==> config.mk <==
export PLATFORM = sky130hd
export DESIGN_NAME = spm_pin_mux
export DESIGN_NICKNAME = d
export VERILOG_FILES = /design/src/spm_pkg.sv /design/src/spm_pin_mux.sv
export SDC_FILE = /design/constraint.sdc
export NUM_CORES = 1
export LEC_CHECK = 0
export ABC_AREA = 1
export BUFFER_PORTS_ARGS = -buffer_cell sky130_fd_sc_hd__buf_2
export CAP_MARGIN = 0
export CORE_UTILIZATION = 40
export DETAILED_ROUTE_END_ITERATION = 16
export PLACE_DENSITY = 0.67
export SLEW_MARGIN = 20
export SYNTH_ARGS = -nofsm -noshare
export SYNTH_HDL_FRONTEND = slang
export SYNTH_SLANG_ARGS = --single-unit
==> constraint.sdc <==
create_clock -name I_CLK -period 1.95 [get_ports I_CLK]
set_clock_uncertainty 0.2 [all_clocks]
set_input_delay 0.0975 -clock I_CLK [delete_from_list [all_inputs] [get_ports I_CLK]]
set_output_delay 0.0975 -clock I_CLK [all_outputs]
set_load 0.005 [all_outputs]
==> src/spm_pkg.sv <==
// Package for the shared port pin multiplexer
package spm_pkg;

  localparam int NUM_PINS = 30;

  // Per-pin function select codes (2 bits per pin)
  typedef enum logic [1:0] {
    FN_GPIO  = 2'h0,
    FN_PIXEL = 2'h1,
    FN_SYNC  = 2'h2,
    FN_ASYNC = 2'h3
  } spm_fn_t;

  // Register byte offsets
  localparam logic [11:0] OFF_FSEL_LO = 12'h000;
  localparam logic [11:0] OFF_FSEL_HI = 12'h004;
  localparam logic [11:0] OFF_GP_OUT  = 12'h008;
  localparam logic [11:0] OFF_GP_OE   = 12'h00C;
  localparam logic [11:0] OFF_GP_IN   = 12'h010;
  localparam logic [11:0] OFF_CTRL    = 12'h014;
  localparam logic [11:0] OFF_STAT    = 12'h018;

  // Reset values
  localparam logic [31:0] RST_FSEL    = 32'h0000_0000;
  localparam logic [29:0] RST_GP      = 30'h0000_0000;

  // Field positions
  localparam int CTRL_MASTER_BIT   = 0;
  localparam int STAT_MULTI_BIT    = 0;
  localparam int STAT_SEL_BIT      = 1;

  // Pin numbers
  localparam int PIN_SS_DAT  = 18;
  localparam int PIN_SS_RX   = 17;
  localparam int PIN_SS_CLK  = 16;
  localparam int PIN_SEL_IN  = 19;
  localparam int PIN_SEL_OUT = 22;

  // Pixel data from display unit
  typedef struct packed {
    logic [4:0] red;
    logic [4:0] green;
    logic [5:0] blue;
  } spm_pixel_t;

  // Synchronous serial unit signals
  typedef struct packed {
    logic master;
    logic dout;
    logic clk_out;
    logic clk_oe;
    logic sel_out_n;
  } spm_sync_t;

  // Asynchronous serial channel outputs
  typedef struct packed {
    logic [3:0] txd;
    logic [2:1] rts_n;
    logic [1:0] clk_out;
    logic [1:0] clk_oe;
  } spm_async_t;

endpackage : spm_pkg

==> src/spm_pin_mux.sv <==
// Shared port pin multiplexer with APB register slave
// Function
// - Red pixel on pins 11-15, MSB 15
// - Green pixel on pins 6-10, MSB 10
// - Blue pixel on pins 0-5, MSB 5
// - Pin 18 data out master, in slave
// - Pin 17 data in master, out slave
// - Pin 16 clock out master, in slave
// - Slave selected only while pin 19 low
// - Master watches pin 19 for second master
// - Master drives select out on pin 22
// - Async transmit on pins 29,25,21,18
// - Async receive from pins 28,24,20,17
// - Request-to-send on pins 26 and 22
// - Clear-to-send on pins 27 and 23
// - Async serial clocks on pins 19,16
// - Thirty pin port, general I/O default
`timescale 1ns/100ps
`default_nettype none
module spm_pin_mux
(
  // Clock and reset
  input  wire logic                I_CLK,
  input  wire logic                I_SRST,
  // APB slave
  input  wire logic                I_PSEL,
  input  wire logic                I_PENABLE,
  input  wire logic                I_PWRITE,
  input  wire logic [11:0]         I_PADDR,
  input  wire logic [31:0]         I_PWDATA,
  output logic                     O_PREADY,
  output logic                     O_PSLVERR,
  output logic      [31:0]         O_PRDATA,
  // On-chip units
  input  wire spm_pkg::spm_pixel_t I_PIXEL,
  input  wire spm_pkg::spm_sync_t  I_SYNC,
  input  wire spm_pkg::spm_async_t I_ASYNC,
  output logic                     O_SYNC_DIN,
  output logic                     O_SYNC_CLK_IN,
  output logic                     O_SYNC_SELECTED,
  output logic      [3:0]          O_ASYNC_RXD,
  output logic      [2:1]          O_ASYNC_CTS_N,
  // Port pins
  input  wire logic [29:0]         I_PINS,
  output logic      [29:0]         O_PINS,
  output logic      [29:0]         O_PINS_OE
);

  logic [31:0] fsel_lo_q;
  logic [31:0] fsel_hi_q;
  logic [29:0] gp_out_q;
  logic [29:0] gp_oe_q;
  logic        master_q;
  logic        multi_q;
  logic [29:0] s1_q;
  logic [29:0] s2_q;
  logic [29:0] s3_q;
  logic [29:0] pin_in_q;
  logic [29:0] pin_d;
  logic [29:0] oe_d;
  logic [31:0] rdata_d;
  logic        wr_en;
  logic        rd_en;
  logic        addr_ok;
  logic        sel_low;

  function automatic spm_pkg::spm_fn_t fn_of(input int p,
                                             input logic [31:0] lo,
                                             input logic [31:0] hi);
    logic [1:0] f;
    f = (p < 16) ? lo[2*p +: 2] : hi[2*(p-16) +: 2];
    return spm_pkg::spm_fn_t'(f);
  endfunction : fn_of

  // Pin input synchroniser, three stages
  always_ff @(posedge I_CLK)
  begin
    s1_q <= I_PINS;
    s2_q <= s1_q;
    s3_q <= s2_q;
  end

  // Filtered pin level, changes when stages 2 and 3 agree
  always_ff @(posedge I_CLK)
  begin
    if (I_SRST)
      pin_in_q <= spm_pkg::RST_GP;
    else
      pin_in_q <= (s2_q & s3_q) | (pin_in_q & (s2_q ^ s3_q));
  end

  assign wr_en   = I_PSEL && I_PENABLE && I_PWRITE;
  assign rd_en   = I_PSEL && !I_PWRITE;
  assign addr_ok = (I_PADDR == spm_pkg::OFF_FSEL_LO) ||
                   (I_PADDR == spm_pkg::OFF_FSEL_HI) ||
                   (I_PADDR == spm_pkg::OFF_GP_OUT)  ||
                   (I_PADDR == spm_pkg::OFF_GP_OE)   ||
                   (I_PADDR == spm_pkg::OFF_GP_IN)   ||
                   (I_PADDR == spm_pkg::OFF_CTRL)    ||
                   (I_PADDR == spm_pkg::OFF_STAT);
  assign O_PREADY  = 1'b1;
  assign O_PSLVERR = I_PSEL && I_PENABLE && !addr_ok;

  // Function select registers
  always_ff @(posedge I_CLK)
  begin
    if (I_SRST)
    begin
      fsel_lo_q <= spm_pkg::RST_FSEL;
      fsel_hi_q <= spm_pkg::RST_FSEL;
    end
    else if (wr_en && I_PADDR == spm_pkg::OFF_FSEL_LO)
      fsel_lo_q <= I_PWDATA;
    else if (wr_en && I_PADDR == spm_pkg::OFF_FSEL_HI)
      fsel_hi_q <= {4'h0, I_PWDATA[27:0]};
  end

  // General I/O registers
  always_ff @(posedge I_CLK)
  begin
    if (I_SRST)
    begin
      gp_out_q <= spm_pkg::RST_GP;
      gp_oe_q  <= spm_pkg::RST_GP;
    end
    else if (wr_en && I_PADDR == spm_pkg::OFF_GP_OUT)
      gp_out_q <= I_PWDATA[29:0];
    else if (wr_en && I_PADDR == spm_pkg::OFF_GP_OE)
      gp_oe_q <= I_PWDATA[29:0];
  end

  // Second master detect, sticky, set wins over clear
  assign sel_low = !pin_in_q[spm_pkg::PIN_SEL_IN];
  always_ff @(posedge I_CLK)
  begin
    if (I_SRST)
      multi_q <= 1'b0;
    else if (I_SYNC.master && sel_low &&
             fn_of(spm_pkg::PIN_SEL_IN, fsel_lo_q, fsel_hi_q) ==
             spm_pkg::FN_SYNC)
      multi_q <= 1'b1;
    else if (wr_en && I_PADDR == spm_pkg::OFF_STAT &&
             I_PWDATA[spm_pkg::STAT_MULTI_BIT])
      multi_q <= 1'b0;
  end

  always_ff @(posedge I_CLK)
  begin
    if (I_SRST)
      master_q <= 1'b0;
    else if (wr_en && I_PADDR == spm_pkg::OFF_CTRL)
      master_q <= I_PWDATA[spm_pkg::CTRL_MASTER_BIT];
  end

  // Read data mux
  always_comb
  begin
    rdata_d = 32'h0000_0000;
    case (I_PADDR)
      spm_pkg::OFF_FSEL_LO: rdata_d = fsel_lo_q;
      spm_pkg::OFF_FSEL_HI: rdata_d = fsel_hi_q;
      spm_pkg::OFF_GP_OUT:  rdata_d = {2'h0, gp_out_q};
      spm_pkg::OFF_GP_OE:   rdata_d = {2'h0, gp_oe_q};
      spm_pkg::OFF_GP_IN:   rdata_d = {2'h0, pin_in_q};
      spm_pkg::OFF_CTRL:    rdata_d = {31'h0, master_q};
      spm_pkg::OFF_STAT:    rdata_d = {30'h0, O_SYNC_SELECTED, multi_q};
      default:              rdata_d = 32'h0000_0000;
    endcase
  end

  always_ff @(posedge I_CLK)
  begin
    if (I_SRST)
      O_PRDATA <= 32'h0000_0000;
    else if (rd_en && !I_PENABLE)
      O_PRDATA <= rdata_d;
  end

  // Output mux per pin
  always_comb
  begin
    pin_d = gp_out_q;
    oe_d  = gp_oe_q;
    for (int p = 0; p < spm_pkg::NUM_PINS; p++)
    begin
      case (fn_of(p, fsel_lo_q, fsel_hi_q))
        spm_pkg::FN_GPIO:
        begin
          pin_d[p] = gp_out_q[p];
          oe_d[p]  = gp_oe_q[p];
        end
        spm_pkg::FN_PIXEL:
        begin
          oe_d[p] = (p <= 15);
          if (p >= 11 && p <= 15)
            pin_d[p] = I_PIXEL.red[p-11];
          else if (p >= 6 && p <= 10)
            pin_d[p] = I_PIXEL.green[p-6];
          else if (p <= 5)
            pin_d[p] = I_PIXEL.blue[p];
          else
            pin_d[p] = 1'b0;
        end
        spm_pkg::FN_SYNC:
        begin
          pin_d[p] = 1'b0;
          oe_d[p]  = 1'b0;
          if (p == spm_pkg::PIN_SS_DAT)
          begin
            pin_d[p] = I_SYNC.dout;
            oe_d[p]  = I_SYNC.master;
          end
          else if (p == spm_pkg::PIN_SS_RX)
          begin
            pin_d[p] = I_SYNC.dout;
            oe_d[p]  = !I_SYNC.master;
          end
          else if (p == spm_pkg::PIN_SS_CLK)
          begin
            pin_d[p] = I_SYNC.clk_out;
            oe_d[p]  = I_SYNC.master && I_SYNC.clk_oe;
          end
          else if (p == spm_pkg::PIN_SEL_OUT)
          begin
            pin_d[p] = I_SYNC.sel_out_n;
            oe_d[p]  = I_SYNC.master;
          end
        end
        spm_pkg::FN_ASYNC:
        begin
          pin_d[p] = 1'b0;
          oe_d[p]  = 1'b0;
          case (p)
            29: begin pin_d[p] = I_ASYNC.txd[3]; oe_d[p] = 1'b1; end
            25: begin pin_d[p] = I_ASYNC.txd[2]; oe_d[p] = 1'b1; end
            21: begin pin_d[p] = I_ASYNC.txd[1]; oe_d[p] = 1'b1; end
            18: begin pin_d[p] = I_ASYNC.txd[0]; oe_d[p] = 1'b1; end
            26: begin pin_d[p] = I_ASYNC.rts_n[2]; oe_d[p] = 1'b1; end
            22: begin pin_d[p] = I_ASYNC.rts_n[1]; oe_d[p] = 1'b1; end
            19:
            begin
              pin_d[p] = I_ASYNC.clk_out[1];
              oe_d[p]  = I_ASYNC.clk_oe[1];
            end
            16:
            begin
              pin_d[p] = I_ASYNC.clk_out[0];
              oe_d[p]  = I_ASYNC.clk_oe[0];
            end
            default: ;
          endcase
        end
        default:
        begin
          pin_d[p] = gp_out_q[p];
          oe_d[p]  = gp_oe_q[p];
        end
      endcase
    end
  end

  // Pin outputs from flip-flops
  always_ff @(posedge I_CLK)
  begin
    if (I_SRST)
    begin
      O_PINS    <= spm_pkg::RST_GP;
      O_PINS_OE <= spm_pkg::RST_GP;
    end
    else
    begin
      O_PINS    <= pin_d;
      O_PINS_OE <= oe_d;
    end
  end

  // Inputs routed to units
  always_ff @(posedge I_CLK)
  begin
    if (I_SRST)
    begin
      O_SYNC_DIN      <= 1'b0;
      O_SYNC_CLK_IN   <= 1'b0;
      O_SYNC_SELECTED <= 1'b0;
      O_ASYNC_RXD     <= 4'hF;
      O_ASYNC_CTS_N   <= 2'h3;
    end
    else
    begin
      O_SYNC_DIN <= I_SYNC.master ? pin_in_q[spm_pkg::PIN_SS_RX] :
                                    pin_in_q[spm_pkg::PIN_SS_DAT];
      O_SYNC_CLK_IN <= pin_in_q[spm_pkg::PIN_SS_CLK];
      O_SYNC_SELECTED <= !I_SYNC.master && sel_low;
      O_ASYNC_RXD <= {pin_in_q[28], pin_in_q[24],
                      pin_in_q[20], pin_in_q[17]};
      O_ASYNC_CTS_N <= {pin_in_q[27], pin_in_q[23]};
    end
  end

  // Checks
  a_red_route: assert property (@(posedge I_CLK) disable iff (I_SRST)
    fn_of(15, fsel_lo_q, fsel_hi_q) == spm_pkg::FN_PIXEL
    |=> O_PINS[15] == $past(I_PIXEL.red[4]))
    else $error("red msb not on pin 15");
  a_green_route: assert property (@(posedge I_CLK) disable iff (I_SRST)
    fn_of(10, fsel_lo_q, fsel_hi_q) == spm_pkg::FN_PIXEL
    |=> O_PINS[10] == $past(I_PIXEL.green[4]))
    else $error("green msb not on pin 10");
  a_blue_route: assert property (@(posedge I_CLK) disable iff (I_SRST)
    fn_of(5, fsel_lo_q, fsel_hi_q) == spm_pkg::FN_PIXEL
    |=> O_PINS_OE[5] && (O_PINS[5] == $past(I_PIXEL.blue[5])))
    else $error("blue msb not on pin 5");
  a_data_dir: assert property (@(posedge I_CLK) disable iff (I_SRST)
    fn_of(18, fsel_lo_q, fsel_hi_q) == spm_pkg::FN_SYNC
    |=> O_PINS_OE[18] == $past(I_SYNC.master))
    else $error("pin 18 direction wrong");
  a_rx_dir: assert property (@(posedge I_CLK) disable iff (I_SRST)
    fn_of(17, fsel_lo_q, fsel_hi_q) == spm_pkg::FN_SYNC
    |=> O_PINS_OE[17] != $past(I_SYNC.master))
    else $error("pin 17 direction wrong");
  a_clk_slave: assert property (@(posedge I_CLK) disable iff (I_SRST)
    !I_SYNC.master |=> !O_PINS_OE[16] ||
    $past(fn_of(16, fsel_lo_q, fsel_hi_q)) != spm_pkg::FN_SYNC)
    else $error("slave drives clock");
  a_sel_out: assert property (@(posedge I_CLK) disable iff (I_SRST)
    fn_of(22, fsel_lo_q, fsel_hi_q) == spm_pkg::FN_SYNC && I_SYNC.master
    |=> O_PINS_OE[22] && O_PINS[22] == $past(I_SYNC.sel_out_n))
    else $error("select out not driven");
  a_async_tx: assert property (@(posedge I_CLK) disable iff (I_SRST)
    fn_of(29, fsel_lo_q, fsel_hi_q) == spm_pkg::FN_ASYNC
    |=> O_PINS[29] == $past(I_ASYNC.txd[3]))
    else $error("channel 3 tx not on pin 29");
  a_gpio_reset: assert property (@(posedge I_CLK)
    I_SRST |=> O_PINS_OE == 30'h0000_0000)
    else $error("pins driven after reset");

endmodule : spm_pin_mux
`default_nettype wire

* Word-level counts from Yosys, hierarchy flattened
Cells that the tools add are included.
Word-level totals: flip-flop bits (word level) 343, bits of input ports 110, output and inout port bits 103, word-level logic and storage cells 272
Operators by class: equality and inequality tests 96, multiplexer cells 64, bitwise logic cells 6, reduce and logical (&&, ||, !) cells 88
Operators with widths (number):
- one-hot mux 32 bit (7 select lines) | 1
- one-hot mux 1 bit (3 select lines) | 44
- equality test 2 bit, second input constant | 60
- AND 30 bit | 2
- equality test 2 x 1 -> 1 bit, second input constant | 30
- logical NOT 2 bit | 30
- OR reduction 2 bit | 22
- equality test 12 x 5 -> 1 bit, second input constant | 3
- OR 30 bit | 1
- XOR 30 bit | 1
- equality test 12 x 4 -> 1 bit, second input constant | 2
- one-hot mux 1 bit (4 select lines) | 6
- one-hot mux 1 bit (2 select lines) | 10
- logical AND 1 bit | 16
- OR reduction 3 bit | 5
- equality test 12 x 3 -> 1 bit, second input constant | 1
- logical NOT 12 bit | 1
- logical OR 1 bit | 6
- logical NOT 1 bit | 5
- AND reduction 2 bit | 2
- two-way mux 1 bit | 3
- inverter 1 bit | 2
- nonzero test 2 bit | 1

* Longest topological paths before layout
depth in word-level cells 9, gate-level depth with buffers 11, gate-level depth less buffers 10

* Worst setup path before layout
OpenSTA, ideal clock, no wires.
path type input port to flip-flop, from input port I_PADDR[11], to register gp_oe_q[20], library setup time 0.146 ns, arrival 1.113 ns, required time 1.604 ns, slack 0.490 ns, cell stages on the path 8, buffers on the path 2, cells stage by stage nor2_1 -> nand2_2 -> nor2_4 -> buf_6 -> nand3_2 -> clkbuf_1 -> nor2_1 -> a211oi_2
Between the ends: cells in the longest elaborated chain, start to end 4, elaborated cells on any way between the ends 6, classes of those cells 2 x eq/ne; 1 x bitwise; 3 x reduce/logical
RTL lines:
- start, declared | RTL line spm_pin_mux.sv:29 | input wire logic [11:0] I_PADDR,
- equality test 12 x 4 -> 1 bit | RTL line spm_pin_mux.sv:126 | else if (wr_en && I_PADDR == spm_pkg::OFF_GP_OUT)
- logical AND 1 bit | RTL line spm_pin_mux.sv:126
- inverter 1 bit (no line)
- AND reduction 2 bit (no line) (*)
- end signal, assigned | RTL line spm_pin_mux.sv:124 | gp_oe_q <= spm_pkg::RST_GP;
- end signal, assigned | RTL line spm_pin_mux.sv:129 | gp_oe_q <= I_PWDATA[29:0];
- end, declared | RTL line spm_pin_mux.sv:52 | logic [29:0] gp_oe_q;
Mark *: on every way between the ends. The rest lies on a longest branch, timed or not. A chain may end at the register's enable or synchronous reset.

* Final worst setup path
from input port I_PENABLE, to register fsel_lo_q[9]
Between the ends: cells in the longest elaborated chain, start to end 3
RTL lines:
- start, declared | RTL line spm_pin_mux.sv:27 | input wire logic I_PENABLE,
- logical AND 1 bit (2 in a row) | RTL line spm_pin_mux.sv:92 | assign wr_en = I_PSEL && I_PENABLE && I_PWRITE;
- logical AND 1 bit | RTL line spm_pin_mux.sv:112 | else if (wr_en && I_PADDR == spm_pkg::OFF_FSEL_LO)
- end signal, assigned | RTL line spm_pin_mux.sv:109 | fsel_lo_q <= spm_pkg::RST_FSEL;
- end, declared | RTL line spm_pin_mux.sv:49 | logic [31:0] fsel_lo_q;
Every way passes these cells.

==> impl_metrics.ini <==
[run_status]
outcome = finished clean

[clocking]
insertion_delay_ns = 0.52
htree_levels = 2
clock-root-buffer = clkbuf_16
clk_pin_slew_ns = 0.06
clockBufferDepth = 3
cts_buffers = 36
cts.sinks = 343
cts_tree = yes

[power]
combPwrFrac_pct = 5.1
netSwitchingPower_mw = 3.12
power_frac_clock_pct = 44.1
p_per_area_nw_per_um2 = 884
sw_frac_of_total_pct = 21.9
peakVddDrop_uv = 685
intPower_mw = 11.1
p_leak_nw = 6.59
pwr-share-seq_pct = 50.8

[sta]
timing.setup.tns_ns = 0
grt_setup_unrepaired = yes
finalHoldViolations = 0
fin_crit_sh_pct = 99.0
fin_hold_ws_ns = 0.0178
final.min_clock_period_ns = 1.93
max_freq_mhz = 518
setup_viol = 0
worst_slack_ns = 0.0194
slew_violations = 0

[placed_design]
hpwl_um = 26600
gp_congestion = 0.928
port_buffers = 211
post-place-ws_ns = 0.0792
place_area_um2 = 14000

[worst_hold_path]
hold_class = primary input to register

[logic_synthesis]
ys_warn_count = 0
synth-seq-cells = 343
yosys.area.top_type = dfxtp_1
synthTopCellsByArea = dfxtp_1 (56%), nand3_1 (7.4%), a21oi_1 (6.4%)
syn_avg_cell_area_um2 = 8.99
yosysSeqAreaShare_pct = 55.7
netlist_area_um2 = 12300
netlist.area_leader.share_pct = 55.7
syn-num-nets = 1511
synth.distinct_cells = 31
synthCells = 1371

[critical_path]
start_kind = primary input
cp.required_ns = 2.14
cp_max_fo = 39
worstSetupPathType = primary input to register
crit_arrival_ns = 2.13
regToRegSetupSlack_ns = 0.19
worstSetupEndpointType = register

[drt]
ant_nets = 0
first_pass_iters = 5
vias = 10889
drc = 0
drt_iter0_markers = 1124
wl_um = 38200
wl_met2_um = 17000
avgViaCountPerCell = 5.19
post_drt_wl_per_cell_um = 18.2
dr.max_layer_used = met4
wl_met1_um = 16400
wl_met3_um = 3710

[floorplan]
io_pins = 213
start_util_pct = 41.1
die_width_um = 178
core_um2 = 30000
core.rowCount = 63
die_height_um = 178
fp.dieArea_um2 = 31500

[grt]
antenna_found_initial = 0
grt_pass1_vias = 10226
grtUsageTotal_pct = 24.3
grt_pass1_wl_um = 58300
grt_max_degree = 67
grt-ovfl-total = 0

[finish]
final_area_um2 = 16100
antenna_cells = 0
utilization_pct = 53.8
layout_common_cells = dfxtp_1 (343), buf_2 (210), nand3_1 (179)
area_growth_pct = 30.8
drive_gt1_share_pct = 22.0
final_common_cell = dfxtp_1
final_nets = 1829

[job]
maxCapViolations = 0
## area by class of cell
class / instances / area [µm²]
Fill cell: 2770 / 13800
Sequential cell: 343 / 6870
Multi-Input combinational cell: 808 / 4550
Timing Repair Buffer: 362 / 2630
Clock buffer: 51 / 1020
Inverter: 138 / 520
Tap cell: 390 / 488
Clock inverter: 7 / 46.3
## state kept, by name, indices dropped and copies added (netlist names)
name and count:
O_ASYNC_CTS_N 2, O_ASYNC_RXD 4, O_PINS 30, O_PINS_OE 30, O_PRDATA 32, O_SYNC_CLK_IN 1
O_SYNC_DIN 1, O_SYNC_SELECTED 1, fsel_hi_q 28, fsel_lo_q 32, gp_oe_q 30, gp_out_q 30
master_q 1, multi_q 1, pin_in_q 30, s1_q 30, s2_q 30, s3_q 30
## power groups by stage
stage,Sequential [mW],Clock (mW),Combinational [mW]
global route,7.25,6.73,0.789
detailed placement,7.39,0,0.554
floorplan,7.36,0,0.255
global placement,7.38,0,0.549
finish,7.24,6.29,0.721
CTS,7.23,6.40,0.711
## per-stage QoR
step,power [mW],cells
after detailed placement,7.94,1933
after floorplan,7.61,1371
final,14.2,2099
after global placement,7.93,1933
after global routing,14.8,2099
after CTS,14.3,2098
## cells in the mapped netlist, drive strengths merged
library cell / count
a211oi: 68
buf: 38
nor3: 3
ha: 30
nand2: 74
dfxtp: 343
or2: 5
a31oi: 1
nand3: 183
a21oi: 157
inv: 138
conb: 1
nand4: 3
nor2: 133
o32ai: 2
clkbuf: 44
o311ai: 1
o21a: 4
o211ai: 12
o21ai: 131
## critical path, stage by stage
cell	delay (ns)
dlygate4sd3_1	0.55
buf_2	0.16
nand3_2	0.16
inv_4	0.16
nand2_2	0.09
buf_12	0.17
nand2_1	0.08
a21oi_1	0.06
dlygate4sd3_1	0.59
## path summary, 6_finish.rpt
check               start      endpoint  depth (start not counted)
max             I_PENABLE  fsel_lo_q[9]                          9
min             I_PINS[2]       s1_q[2]                          2
max reg2reg  fsel_hi_q[0]    O_PINS[16]                          6
min reg2reg       s1_q[9]       s2_q[9]                          0
## kinds of logic after synthesis
kind of cell | Yosys count | synth area share [%]
other | 1 | 0.0304
adders and majority gates | 30 | 3.05
DFF | 343 | 55.7
buffers and inverters | 220 | 7.55
and+or+nand+nor | 401 | 14.6
AOI/OAI and AO/OA | 376 | 19.0
## what timing repair did
item                       4_1_cts  5_1_grt
hold buffers                   107        0
setup buffers                    0        1
setup endpoints to repair        0        9
gates resized for setup          0        2
hold endpoints to repair       242        0
## metal layers
metal,global-route usage [%],vias up
met5,0,-
met4,7.69,0
met3,5.40,71
met2,38.0,524
met1,33.0,5019
li1,-,5275
Note: power is estimated with default switching activity, not from simulation.
